$ cat config.mk
export PLATFORM = sky130hd
export DESIGN_NAME = perf_freeze_filter
export DESIGN_NICKNAME = d
export VERILOG_FILES = /design/src/perf_freeze_pkg.sv /design/src/perf_filter_match.sv /design/src/perf_freeze_filter.sv
export SDC_FILE = /design/constraint.sdc
export NUM_CORES = 1
export LEC_CHECK = 0
export BUFFER_PORTS_ARGS = -buffer_cell sky130_fd_sc_hd__buf_4
export CAP_MARGIN = 15
export CORE_MARGIN = 3
export CORE_UTILIZATION = 41
export CTS_CLUSTER_DIAMETER = 120
export CTS_CLUSTER_SIZE = 12
export DETAILED_ROUTE_END_ITERATION = 7
export HOLD_SLACK_MARGIN = 0.05
export SETUP_SLACK_MARGIN = 0.5
export SLEW_MARGIN = 20
export SYNTH_ARGS = -nofsm -noshare
export SYNTH_HDL_FRONTEND = slang
export SYNTH_SLANG_ARGS = --single-unit
export TNS_END_PERCENT = 20
$ cat constraint.sdc
create_clock -name clk_i -period 8.34 [get_ports clk_i]
set_clock_uncertainty 0.1 [all_clocks]
set_input_delay 1.251 -clock clk_i [delete_from_list [all_inputs] [get_ports clk_i]]
set_output_delay 1.251 -clock clk_i [all_outputs]
set_load 0.1 [all_outputs]
$ cat src/perf_freeze_pkg.sv
// Constants shared by the freeze and filter block: register map,
// field positions, reset values and filter encodings.
// Assumes a 32-bit classic Wishbone register bus.
package perf_freeze_pkg;

    localparam int DATA_W = 32;
    localparam int ADDR_W = 12;

    // Global register byte offsets
    localparam logic [11:0] CAP_OFS = 12'h000;
    localparam logic [11:0] OVF_OFS = 12'h004;
    localparam logic [11:0] FRZ_OFS = 12'h008;
    localparam logic [11:0] RST_OFS = 12'h00C;

    // Per-counter block: base plus index times stride
    localparam logic [11:0] CNTR_BASE = 12'h100;
    localparam int CNTR_STRIDE_LOG2 = 5;
    localparam logic [4:0] CFG_OFS = 5'h00;
    localparam logic [4:0] DATA_OFS = 5'h04;
    localparam logic [4:0] FLT_WQ_OFS = 5'h08;
    localparam logic [4:0] FLT_TC_OFS = 5'h0C;
    localparam logic [4:0] FLT_PG_OFS = 5'h10;
    localparam logic [4:0] FLT_PASID_OFS = 5'h14;

    // Filter type codes, also bit positions of the support mask
    localparam int FLT_WQ = 0;
    localparam int FLT_TC = 1;
    localparam int FLT_PG = 2;
    localparam int FLT_PASID = 5;
    localparam int FLT_TYPES = 6;

    // Page size mask bits
    localparam int PG_4K = 0;
    localparam int PG_2M = 1;
    localparam int PG_1G = 2;
    localparam int PG_W = 3;

    // PASID filter value fields and modes
    localparam int PASID_W = 20;
    localparam int PMODE_LSB = 20;
    localparam int PMODE_MSB = 21;
    localparam logic [1:0] PMODE_EXACT = 2'h0;
    localparam logic [1:0] PMODE_ANY_PASID = 2'h1;
    localparam logic [1:0] PMODE_NO_PASID = 2'h2;
    localparam logic [1:0] PMODE_ALL = 2'h3;

    // Counter config fields
    localparam int CFG_EN_BIT = 0;
    localparam int CFG_GFRZ_BIT = 1;

    // Reset control fields
    localparam int RST_CFG_BIT = 0;
    localparam int RST_CNT_BIT = 1;

    // Capability fields
    localparam int CAP_FLT_BIT = 0;
    localparam int CAP_WRE_BIT = 1;
    localparam int CAP_NUM_LSB = 8;
    localparam int CAP_WID_LSB = 16;

    // Reset values
    localparam logic [31:0] FLT_MASK_RST = 32'hFFFFFFFF;
    localparam logic [21:0] FLT_PASID_RST = {PMODE_ALL, 20'h00000};
    localparam logic [1:0] CFG_RST = 2'h0;

endpackage

$ cat src/perf_filter_match.sv
// Filter qualification for one counter's event.
// Assumes event attributes are valid in the cycle of the event.
`timescale 1ns/1ns
`default_nettype none
module perf_filter_match
    import perf_freeze_pkg::*;
#(
    parameter int NUM_WQ = 8,
    parameter int NUM_TC = 8
)
(
    input wire logic [NUM_WQ-1:0] wq_mask_i,
    input wire logic [NUM_TC-1:0] tc_mask_i,
    input wire logic [perf_freeze_pkg::PG_W-1:0] pg_mask_i,
    input wire logic [21:0] pasid_cfg_i,
    input wire logic [perf_freeze_pkg::FLT_TYPES-1:0] support_i,
    input wire logic [$clog2(NUM_WQ)-1:0] wq_i,
    input wire logic [$clog2(NUM_TC)-1:0] tc_i,
    input wire logic [perf_freeze_pkg::PG_W-1:0] pg_i,
    input wire logic has_pasid_i,
    input wire logic [perf_freeze_pkg::PASID_W-1:0] pasid_i,
    output logic match_o
);
    import perf_freeze_pkg::*;

    logic wq_ok;
    logic tc_ok;
    logic pg_ok;
    logic pasid_ok;
    logic [1:0] mode;

    assign mode = pasid_cfg_i[PMODE_MSB:PMODE_LSB];

    always_comb
    begin
        wq_ok = wq_mask_i[wq_i];
        tc_ok = tc_mask_i[tc_i];
        pg_ok = |(pg_mask_i & pg_i);
        unique case (mode)
            PMODE_EXACT:
                pasid_ok = has_pasid_i &&
                    (pasid_i == pasid_cfg_i[PASID_W-1:0]);
            PMODE_ANY_PASID: pasid_ok = has_pasid_i;
            PMODE_NO_PASID: pasid_ok = !has_pasid_i;
            PMODE_ALL: pasid_ok = 1'b1;
        endcase
    end

    assign match_o = (wq_ok || !support_i[FLT_WQ]) &&
        (tc_ok || !support_i[FLT_TC]) &&
        (pg_ok || !support_i[FLT_PG]) &&
        (pasid_ok || !support_i[FLT_PASID]);

endmodule
`default_nettype wire

$ cat src/perf_freeze_filter.sv
// Bank of event counters with freeze, global freeze on overflow
// and per-counter event filters, on a classic Wishbone slave.
// Assumes events and their attributes come from logic on clk_i.
//
// The Wishbone slave port and the placing of the registers are this design's own decisions.
`timescale 1ns/1ns
`default_nettype none
// Notes on behaviour
// - Writing one to a freeze bit stops that counter, value kept.
// - Writing zero to a freeze bit resumes counting.
// - Resumed counter continues from its held value, no reload.
// - Freeze bits read and write; read shows live freeze state.
// - Overflow with global freeze option sets every freeze bit.
// - Each counter has one filter register per filter type.
// - Capability register reports filter support.
// - Filters an event does not support do not gate it.
// - With several filters, count only if all match.
// - No validity checks on programming; no error raised.
// - Filter code 0 is a work_queue bitmask.
// - Filter code 1 is a traffic class bitmask.
// - Filter code 2 page size mask: 4K, 2M, 1G.
// - Filter code 5: bits 21:20 mode, 19:0 PASID.
// - PASID modes exact, any, none, all; all is default.
// - Overflow sets that counter's overflow_status bit, except in a cycle where a reset register write clears counts.
// - While enabled, filter writes and config writes other than the enable bit are ignored.
module perf_freeze_filter
    import perf_freeze_pkg::*;
#(
    parameter int NUM_CNTR = 4,
    parameter int CNT_W = 32,
    parameter int NUM_WQ = 8,
    parameter int NUM_TC = 8
)
(
    input wire logic clk_i,
    input wire logic rst_i,
    input wire logic wb_cyc_i,
    input wire logic wb_stb_i,
    input wire logic wb_we_i,
    input wire logic [perf_freeze_pkg::ADDR_W-1:0] wb_adr_i,
    input wire logic [3:0] wb_sel_i,
    input wire logic [perf_freeze_pkg::DATA_W-1:0] wb_dat_i,
    output logic [perf_freeze_pkg::DATA_W-1:0] wb_dat_o,
    output logic wb_ack_o,
    input wire logic [NUM_CNTR-1:0] evt_i,
    input wire logic [perf_freeze_pkg::FLT_TYPES-1:0] evt_flt_sup_i,
    input wire logic [$clog2(NUM_WQ)-1:0] evt_wq_i,
    input wire logic [$clog2(NUM_TC)-1:0] evt_tc_i,
    input wire logic [perf_freeze_pkg::PG_W-1:0] evt_pg_i,
    input wire logic evt_has_pasid_i,
    input wire logic [perf_freeze_pkg::PASID_W-1:0] evt_pasid_i,
    output logic [NUM_CNTR-1:0] freeze_o,
    output logic [NUM_CNTR-1:0] overflow_o
);
    import perf_freeze_pkg::*;

    logic ack_reg;
    logic [DATA_W-1:0] rdat_reg;
    logic [DATA_W-1:0] rdat_next;
    logic [NUM_CNTR-1:0] counter_freeze_bits_reg;
    logic [NUM_CNTR-1:0] overflow_status_reg;
    logic [1:0] counter_config_reg [NUM_CNTR];
    logic [CNT_W-1:0] count_reg [NUM_CNTR];
    logic [NUM_WQ-1:0] flt_wq_reg [NUM_CNTR];
    logic [NUM_TC-1:0] flt_tc_reg [NUM_CNTR];
    logic [PG_W-1:0] flt_pg_reg [NUM_CNTR];
    logic [21:0] flt_pasid_reg [NUM_CNTR];
    logic [NUM_CNTR-1:0] match;
    logic [NUM_CNTR-1:0] inc;
    logic [NUM_CNTR-1:0] ovf_evt;
    logic gfrz_evt;
    logic wr_acc;
    logic [DATA_W-1:0] wmask;
    logic [DATA_W-1:0] cap_val;
    logic rst_cfg;
    logic rst_cnt;

    // Merge write data under byte enables
    function automatic logic [DATA_W-1:0] merge(
        input logic [DATA_W-1:0] old_v
    );
        merge = (old_v & ~wmask) | (wb_dat_i & wmask);
    endfunction

    // Counter block hit for index i and register offset
    function automatic logic hit_cntr(input int i, input logic [4:0] ofs);
        logic [11:0] base;
        base = CNTR_BASE + 12'(i << CNTR_STRIDE_LOG2);
        hit_cntr = (wb_adr_i[11:5] == base[11:5]) &&
            (wb_adr_i[4:0] == ofs);
    endfunction

    always_comb
    begin
        for (int b = 0; b < 4; b++)
        begin
            wmask[b*8 +: 8] = {8{wb_sel_i[b]}};
        end
    end

    // Write takes effect on the edge the master sees ack
    assign wr_acc = wb_cyc_i && wb_stb_i && wb_we_i && ack_reg;
    assign rst_cfg = wr_acc && (wb_adr_i == RST_OFS) &&
        wb_sel_i[0] && wb_dat_i[RST_CFG_BIT];
    assign rst_cnt = wr_acc && (wb_adr_i == RST_OFS) &&
        wb_sel_i[0] && wb_dat_i[RST_CNT_BIT];

    always_comb
    begin
        cap_val = '0;
        cap_val[CAP_FLT_BIT] = 1'b1;
        cap_val[CAP_WRE_BIT] = 1'b0;
        cap_val[CAP_NUM_LSB +: 8] = 8'(NUM_CNTR);
        cap_val[CAP_WID_LSB +: 8] = 8'(CNT_W);
    end

    // one filter register per type per counter
    genvar g;
    generate
        for (g = 0; g < NUM_CNTR; g++)
        begin : g_flt
            perf_filter_match #(
                .NUM_WQ(NUM_WQ),
                .NUM_TC(NUM_TC)
            ) u_match (
                .wq_mask_i(flt_wq_reg[g]),
                .tc_mask_i(flt_tc_reg[g]),
                .pg_mask_i(flt_pg_reg[g]),
                .pasid_cfg_i(flt_pasid_reg[g]),
                .support_i(evt_flt_sup_i),
                .wq_i(evt_wq_i),
                .tc_i(evt_tc_i),
                .pg_i(evt_pg_i),
                .has_pasid_i(evt_has_pasid_i),
                .pasid_i(evt_pasid_i),
                .match_o(match[g])
            );
        end
    endgenerate

    always_comb
    begin
        gfrz_evt = 1'b0;
        for (int i = 0; i < NUM_CNTR; i++)
        begin
            inc[i] = evt_i[i] && match[i] &&
                counter_config_reg[i][CFG_EN_BIT] &&
                !counter_freeze_bits_reg[i];
            ovf_evt[i] = inc[i] && (&count_reg[i]);
            if (ovf_evt[i] && counter_config_reg[i][CFG_GFRZ_BIT])
            begin
                gfrz_evt = 1'b1;
            end
        end
    end

    // Bus answer: one wait state, ack for one cycle
    always_ff @(posedge clk_i)
    begin
        if (rst_i)
        begin
            ack_reg <= 1'b0;
            rdat_reg <= '0;
        end
        else
        begin
            ack_reg <= wb_cyc_i && wb_stb_i && !ack_reg;
            rdat_reg <= rdat_next;
        end
    end

    // Unmapped addresses read zero
    always_comb
    begin
        rdat_next = '0;
        unique case (wb_adr_i)
            CAP_OFS: rdat_next = cap_val;
            OVF_OFS: rdat_next[NUM_CNTR-1:0] = overflow_status_reg;
            FRZ_OFS: rdat_next[NUM_CNTR-1:0] = counter_freeze_bits_reg;
            default:
            begin
                for (int i = 0; i < NUM_CNTR; i++)
                begin
                    if (hit_cntr(i, CFG_OFS))
                        rdat_next[1:0] = counter_config_reg[i];
                    if (hit_cntr(i, DATA_OFS))
                        rdat_next[CNT_W-1:0] = count_reg[i];
                    if (hit_cntr(i, FLT_WQ_OFS))
                        rdat_next[NUM_WQ-1:0] = flt_wq_reg[i];
                    if (hit_cntr(i, FLT_TC_OFS))
                        rdat_next[NUM_TC-1:0] = flt_tc_reg[i];
                    if (hit_cntr(i, FLT_PG_OFS))
                        rdat_next[PG_W-1:0] = flt_pg_reg[i];
                    if (hit_cntr(i, FLT_PASID_OFS))
                        rdat_next[21:0] = flt_pasid_reg[i];
                end
            end
        endcase
    end

    // Freeze bits
    always_ff @(posedge clk_i)
    begin
        if (rst_i || rst_cfg)
        begin
            counter_freeze_bits_reg <= '0;
        end
        // hardware set wins over software write
        else if (gfrz_evt)
        begin
            counter_freeze_bits_reg <= '1;
        end
        else if (wr_acc && wb_adr_i == FRZ_OFS)
        begin
            counter_freeze_bits_reg <=
                NUM_CNTR'(merge(DATA_W'(counter_freeze_bits_reg)));
        end
    end

    // sticky overflow status, set wins over an overflow_status write clear, rst_cnt clear wins over set
    always_ff @(posedge clk_i)
    begin
        if (rst_i || rst_cnt)
        begin
            overflow_status_reg <= '0;
        end
        else if (wr_acc && wb_adr_i == OVF_OFS)
        begin
            overflow_status_reg <= (overflow_status_reg &
                ~NUM_CNTR'(wb_dat_i & wmask)) | ovf_evt;
        end
        else
        begin
            overflow_status_reg <= overflow_status_reg | ovf_evt;
        end
    end

    // Configuration and filters
    // any value is accepted, nothing checked
    always_ff @(posedge clk_i)
    begin
        for (int i = 0; i < NUM_CNTR; i++)
        begin
            if (rst_i || rst_cfg)
            begin
                counter_config_reg[i] <= CFG_RST;
                flt_wq_reg[i] <= NUM_WQ'(FLT_MASK_RST);
                flt_tc_reg[i] <= NUM_TC'(FLT_MASK_RST);
                flt_pg_reg[i] <= PG_W'(FLT_MASK_RST);
                // PASID mode defaults to match all
                flt_pasid_reg[i] <= FLT_PASID_RST;
            end
            else if (wr_acc && counter_config_reg[i][CFG_EN_BIT])
            begin
                if (hit_cntr(i, CFG_OFS) && wb_sel_i[0])
                    counter_config_reg[i][CFG_EN_BIT] <=
                        wb_dat_i[CFG_EN_BIT];
            end
            else if (wr_acc)
            begin
                if (hit_cntr(i, CFG_OFS))
                    counter_config_reg[i] <=
                        2'(merge(DATA_W'(counter_config_reg[i])));
                if (hit_cntr(i, FLT_WQ_OFS))
                    flt_wq_reg[i] <= NUM_WQ'(merge(DATA_W'(flt_wq_reg[i])));
                if (hit_cntr(i, FLT_TC_OFS))
                    flt_tc_reg[i] <= NUM_TC'(merge(DATA_W'(flt_tc_reg[i])));
                if (hit_cntr(i, FLT_PG_OFS))
                    flt_pg_reg[i] <= PG_W'(merge(DATA_W'(flt_pg_reg[i])));
                if (hit_cntr(i, FLT_PASID_OFS))
                    flt_pasid_reg[i] <=
                        22'(merge(DATA_W'(flt_pasid_reg[i])));
            end
        end
    end

    // Counter data; writable only while disabled
    always_ff @(posedge clk_i)
    begin
        for (int i = 0; i < NUM_CNTR; i++)
        begin
            if (rst_i || rst_cnt)
            begin
                count_reg[i] <= '0;
            end
            else if (wr_acc && hit_cntr(i, DATA_OFS) &&
                !counter_config_reg[i][CFG_EN_BIT])
            begin
                count_reg[i] <= CNT_W'(merge(DATA_W'(count_reg[i])));
            end
            else if (inc[i])
            begin
                count_reg[i] <= count_reg[i] + 1'b1;
            end
        end
    end

    // Status copies for the outputs
    always_ff @(posedge clk_i)
    begin
        if (rst_i)
        begin
            freeze_o <= '0;
            overflow_o <= '0;
        end
        else
        begin
            freeze_o <= counter_freeze_bits_reg;
            overflow_o <= overflow_status_reg;
        end
    end

    assign wb_ack_o = ack_reg;
    assign wb_dat_o = rdat_reg;

endmodule
`default_nettype wire

### Word-level counts from Yosys, hierarchy flattened

Memory sizes are Yosys's and may differ from the RTL's.
Index checks and enable logic that the tools add are counted.

* register bits: 49
* memory bits (writable): 300
* bits of input ports: 93
* output and inout port bits: 41
* word-level logic and storage cells: 520
* memories: 6

Memory list
* count_reg: depth 4, bits a word 32, rd ports 4, clocked after memory_dff 0, wr ports 4, line perf_freeze_filter.sv:63 `logic [CNT_W-1:0] count_reg [NUM_CNTR];`
* flt_pasid_reg: depth 4, bits a word 22, rd ports 4, clocked after memory_dff 0, wr ports 4, line perf_freeze_filter.sv:67 `logic [21:0] flt_pasid_reg [NUM_CNTR];`
* flt_tc_reg: depth 4, bits a word 8, rd ports 4, clocked after memory_dff 0, wr ports 4, line perf_freeze_filter.sv:65 `logic [NUM_TC-1:0] flt_tc_reg [NUM_CNTR];`
* flt_wq_reg: depth 4, bits a word 8, rd ports 4, clocked after memory_dff 0, wr ports 4, line perf_freeze_filter.sv:64 `logic [NUM_WQ-1:0] flt_wq_reg [NUM_CNTR];`
* flt_pg_reg: depth 4, bits a word 3, rd ports 4, clocked after memory_dff 0, wr ports 4, line perf_freeze_filter.sv:66 `logic [PG_W-1:0] flt_pg_reg [NUM_CNTR];`
* counter_config_reg: depth 4, bits a word 2, rd ports 4, clocked after memory_dff 0, wr ports 4, line perf_freeze_filter.sv:62 `logic [1:0] counter_config_reg [NUM_CNTR];`

* add/subtract/negate cells: 4
* magnitude comparators: 2
* equal/unequal tests: 28
* muxes and demuxes: 243
* bitwise logic cells: 96
* reduce and logical (&&, ||, !) cells: 135

Operators with widths (count)
* $mux 32: 14
* $mux 22: 10
* $mux 1: 172
* $and 32x32->32: 5
* $mux 8: 18
* $add 32x1->32 const B: 4
* $or 32x32->32: 4
* $reduce_and 32->1: 4
* $and 22x22->22: 4
* $or 22x22->22: 4
* $logic_and 1x1->1: 86
* $eq 20x20->1: 4
* $and 8x8->8: 8
* $or 8x8->8: 8
* $pmux 28 s2: 1
* $or 1x1->1: 36
* $not 32->32: 1
* $eq 7x4->1 const B: 4
* $and 3x3->3: 8
* $bmux 1 s3: 8
* $eq 12x4->1 const B: 2
* $mux 3: 8
* $logic_or 1x1->1: 18
* $eq 2x2->1 const B: 8
* other kinds (23): 69

### Depth between registers and ports, before layout

* word-level depth: 33
* gate-level depth with buffers: 11
* mapped depth without buffers: 9

### Modules after synthesis

From an unflattened synthesis, not the netlist that was laid out.

* cell total of the unflattened synthesis: 2450
* area total of the unflattened synthesis: 22236.3 um^2

By module, submodules not included
* perf_freeze_filter: times used 1, cells each 2286, area an instance 20679.8 um^2, seq. area each 9989.6 um^2
* perf_filter_match: times used 4, cells each 41, area an instance 389.1 um^2, seq. area each 0.0 um^2

### Least setup slack after synthesis

OpenSTA, ideal clock, no wires.

* path type: input port to flip-flop
* start point: input port wb_adr_i[5] in the netlist's numbering
* end point: memory flt_pasid_reg[2][0] (enable)
* data arrival time: 3.979 ns
* required time: 7.808 ns
* setup slack: 3.829 ns
* stages: 5
* buffers on the path: 1
* path through: or4_1 -> buf_2 -> nor2_2 -> nand2_1 -> o21ai_0

RTL lines
* from (decl): line perf_freeze_filter.sv:40 `input wire logic [perf_freeze_pkg::ADDR_W-1:0] wb_adr_i,`
* to (decl): line perf_freeze_filter.sv:67

==> results_dict.tcl <==
set metrics [dict create \
    grt.overflow.total 0 \
    drc_errors 0 \
    avgSynthCellArea_um2 9.51 \
    power_mw 3.93 \
    start_util 0.416 \
    core_region_area_mm2 0.0514 \
    synth_ff_type "edfxtp_1" \
    layout_min_cycle_time_ps 4660 \
    grt_max_degree 71 \
    antenna_found_initial 0 \
    power_leakage_nw 7.77 \
    fin_util 0.466 \
    whs_ps 386 \
    synth_cell_types 87 \
    drtPass1Iterations 6 \
    syn-cell-area_mm2 0.0214 \
    gp_congestion 1.01 \
    vias 20300 \
    relSlewSlack 0.198 \
    final_nets 2408 \
    cts_resized 0 \
    status "completed" \
    ioPinCount 134 \
    fin_ws_ps 3680 \
    layout_commonest_cell "nand2_1" \
    cts_buffers 35 \
    die_h_um 234 \
    chipWidth_um 234 \
    placed_cells 2954 \
    ys_seq_area_frac 0.467 \
    htreeDepth 2 \
    ys_warn_count 0 \
    wirelength_um 90600 \
    synth_edf_count 300 \
    finalSetupViolations 0 \
    grt_pass1_vias 19100 \
    syn2layout_area_growth_pct 12.0 \
    vias_per_cell 6.72 \
    maxSlewViolCount 0 \
    cts_tree "built" \
    crit_fanout 70 \
    vdd_drop_max_mv 0.161 \
    cp.required_ps 8540 \
    arrival_ps 4850 \
    maxCapViolations 0 \
    critPathLaunchType "input port" \
    port_buffers 131 \
    place_ws_ps 3260 \
    endpoint_kind "register" \
    drtIter0Drc 2657 \
    clk_pin_slew_ps 70 \
    grt_setup_unrepaired "false" \
    cts_sinks 349 \
    power_per_cell_area_mw_per_mm2 164 \
    timing_worst_setup_path_type "in -> reg" \
    final_cell_mix "305 x nand2_1, 300 x edfxtp_1, 163 x buf_4, 148 x nand3_1, 144 x a21oi_1" \
    placed_area_mm2 0.0229 \
    grt_pass1_wl_um 130000 \
    dpl.hpwl_um 65000 \
    num_rows 83 \
    largest_register_ffs 128 \
    postCtsSetupBuffers 0 \
    synthesis.instances 2248 \
    clkLatencyLatePin_ps 570 \
    synth-seq-cells 349 \
    design_area_mm2 0.0239 \
    syn_nets 2345 \
    setup_tns_ps 0 \
    drive_gt1_frac 0.117 \
    grt_usage 0.322 \
    die-area_mm2 0.0549 \
    stdcell_count 3018 \
    ctsHoldBuffers 0 \
    synthArstFlopShare 0 \
    clk_path_buf_depth 3 \
    worst_pin_slew_ps 1200 \
    wl_per_cell_um 30.0 \
    period_share 0.558 \
    finalHoldViolCount 0 \
    ant_nets 0 \
    hold_class "reg -> reg" \
    root_buffer "clkbuf_16" \
    fmax_mhz 215 \
]
[area by class of cell]
cell class,instances,area (um2)
Timing Repair Buffer,163,1220
Clock buffer,62,1020
Sequential cell,349,9990
Antenna cell,1,2.50
Inverter,20,76.3
Fill cell,4944,27500
Clock inverter,1,11.3
Multi-Input combinational cell,1742,10800
Tap cell,680,851
[cells by family (layout without fill, tap and decap cells)]
logic type,after synthesis,count (layout),synth area share
compound gates,630,630,0.198
simple gates,978,978,0.232
mux,38,38,0.0284
flops,349,349,0.467
fa+ha+maj,4,4,0.00234
other cells,0,1,0
buf+inv,157,246,0.0338
xor+xnor,92,92,0.0377
[Yosys cell counts (14+ instances only)]
library cell | number | share of area
nor3_1 | 42 | 0.0098
o311ai_0 | 17 | 0.0070
nor3b_1 | 39 | 0.014
nand2b_1 | 66 | 0.019
nand2_1 | 306 | 0.054
a221oi_1 | 21 | 0.0086
a22oi_1 | 70 | 0.025
a31oi_1 | 38 | 0.011
inv_1 | 18 | 0.0032
nand3_1 | 153 | 0.036
mux4_2 | 18 | 0.019
nor2b_1 | 22 | 0.0064
mux2i_1 | 19 | 0.0089
o21ai_0 | 135 | 0.032
edfxtp_1 | 300 | 0.42
nor4_1 | 42 | 0.012
o22ai_1 | 36 | 0.011
buf_4 | 16 | 0.0056
and2_1 | 16 | 0.0047
and3_1 | 45 | 0.013
or3_1 | 15 | 0.0044
xnor2_1 | 20 | 0.0082
a22o_1 | 14 | 0.0057
nand4_1 | 27 | 0.0079
clkbuf_1 | 76 | 0.013
buf_2 | 34 | 0.0080
a21oi_1 | 144 | 0.034
nor2_1 | 140 | 0.025
a221o_1 | 47 | 0.022
xor2_1 | 72 | 0.029
dfxtp_1 | 49 | 0.046
[metal layers]
| metal | part of all wire | track usage |
|---|---|---|
| met4 | 0.048 | 0.147 |
| met5 | 0 | 0 |
| met2 | 0.46 | 0.516 |
| met3 | 0.099 | 0.0575 |
| met1 | 0.39 | 0.427 |
[critical path, stage by stage]
cell      delay [ps]
buf_4            290
clkinv_2         850
nor2_1           550
a41oi_2          160
buf_4            250
nand4_4          100
buf_4            570
nor2b_1          500
o21bai_1         130
nor3b_1          150
[report_power, final]
part	total, mW	leakage (nW)	switching (mW)	internal (mW)
Clock	1.56	0.492	0.729	0.831
Sequential	2.03	3.22	0.0875	1.94
Combinational	0.344	4.06	0.237	0.107
Total	3.93	7.77	1.05	2.88
[worst paths after layout]
check	startpoint	end	slack (ps)	cells past startpoint
max	wb_sel_i[0]	count_reg[1][31]	3680	10
max reg2reg	flt_pasid_reg[2][0]	count_reg[1][14]	4320	8
min reg2reg	wb_ack_o	wb_ack_o	390	1
min	wb_ack_o	wb_ack_o	390	1
No activity file was read; power rests on OpenSTA's default activity.
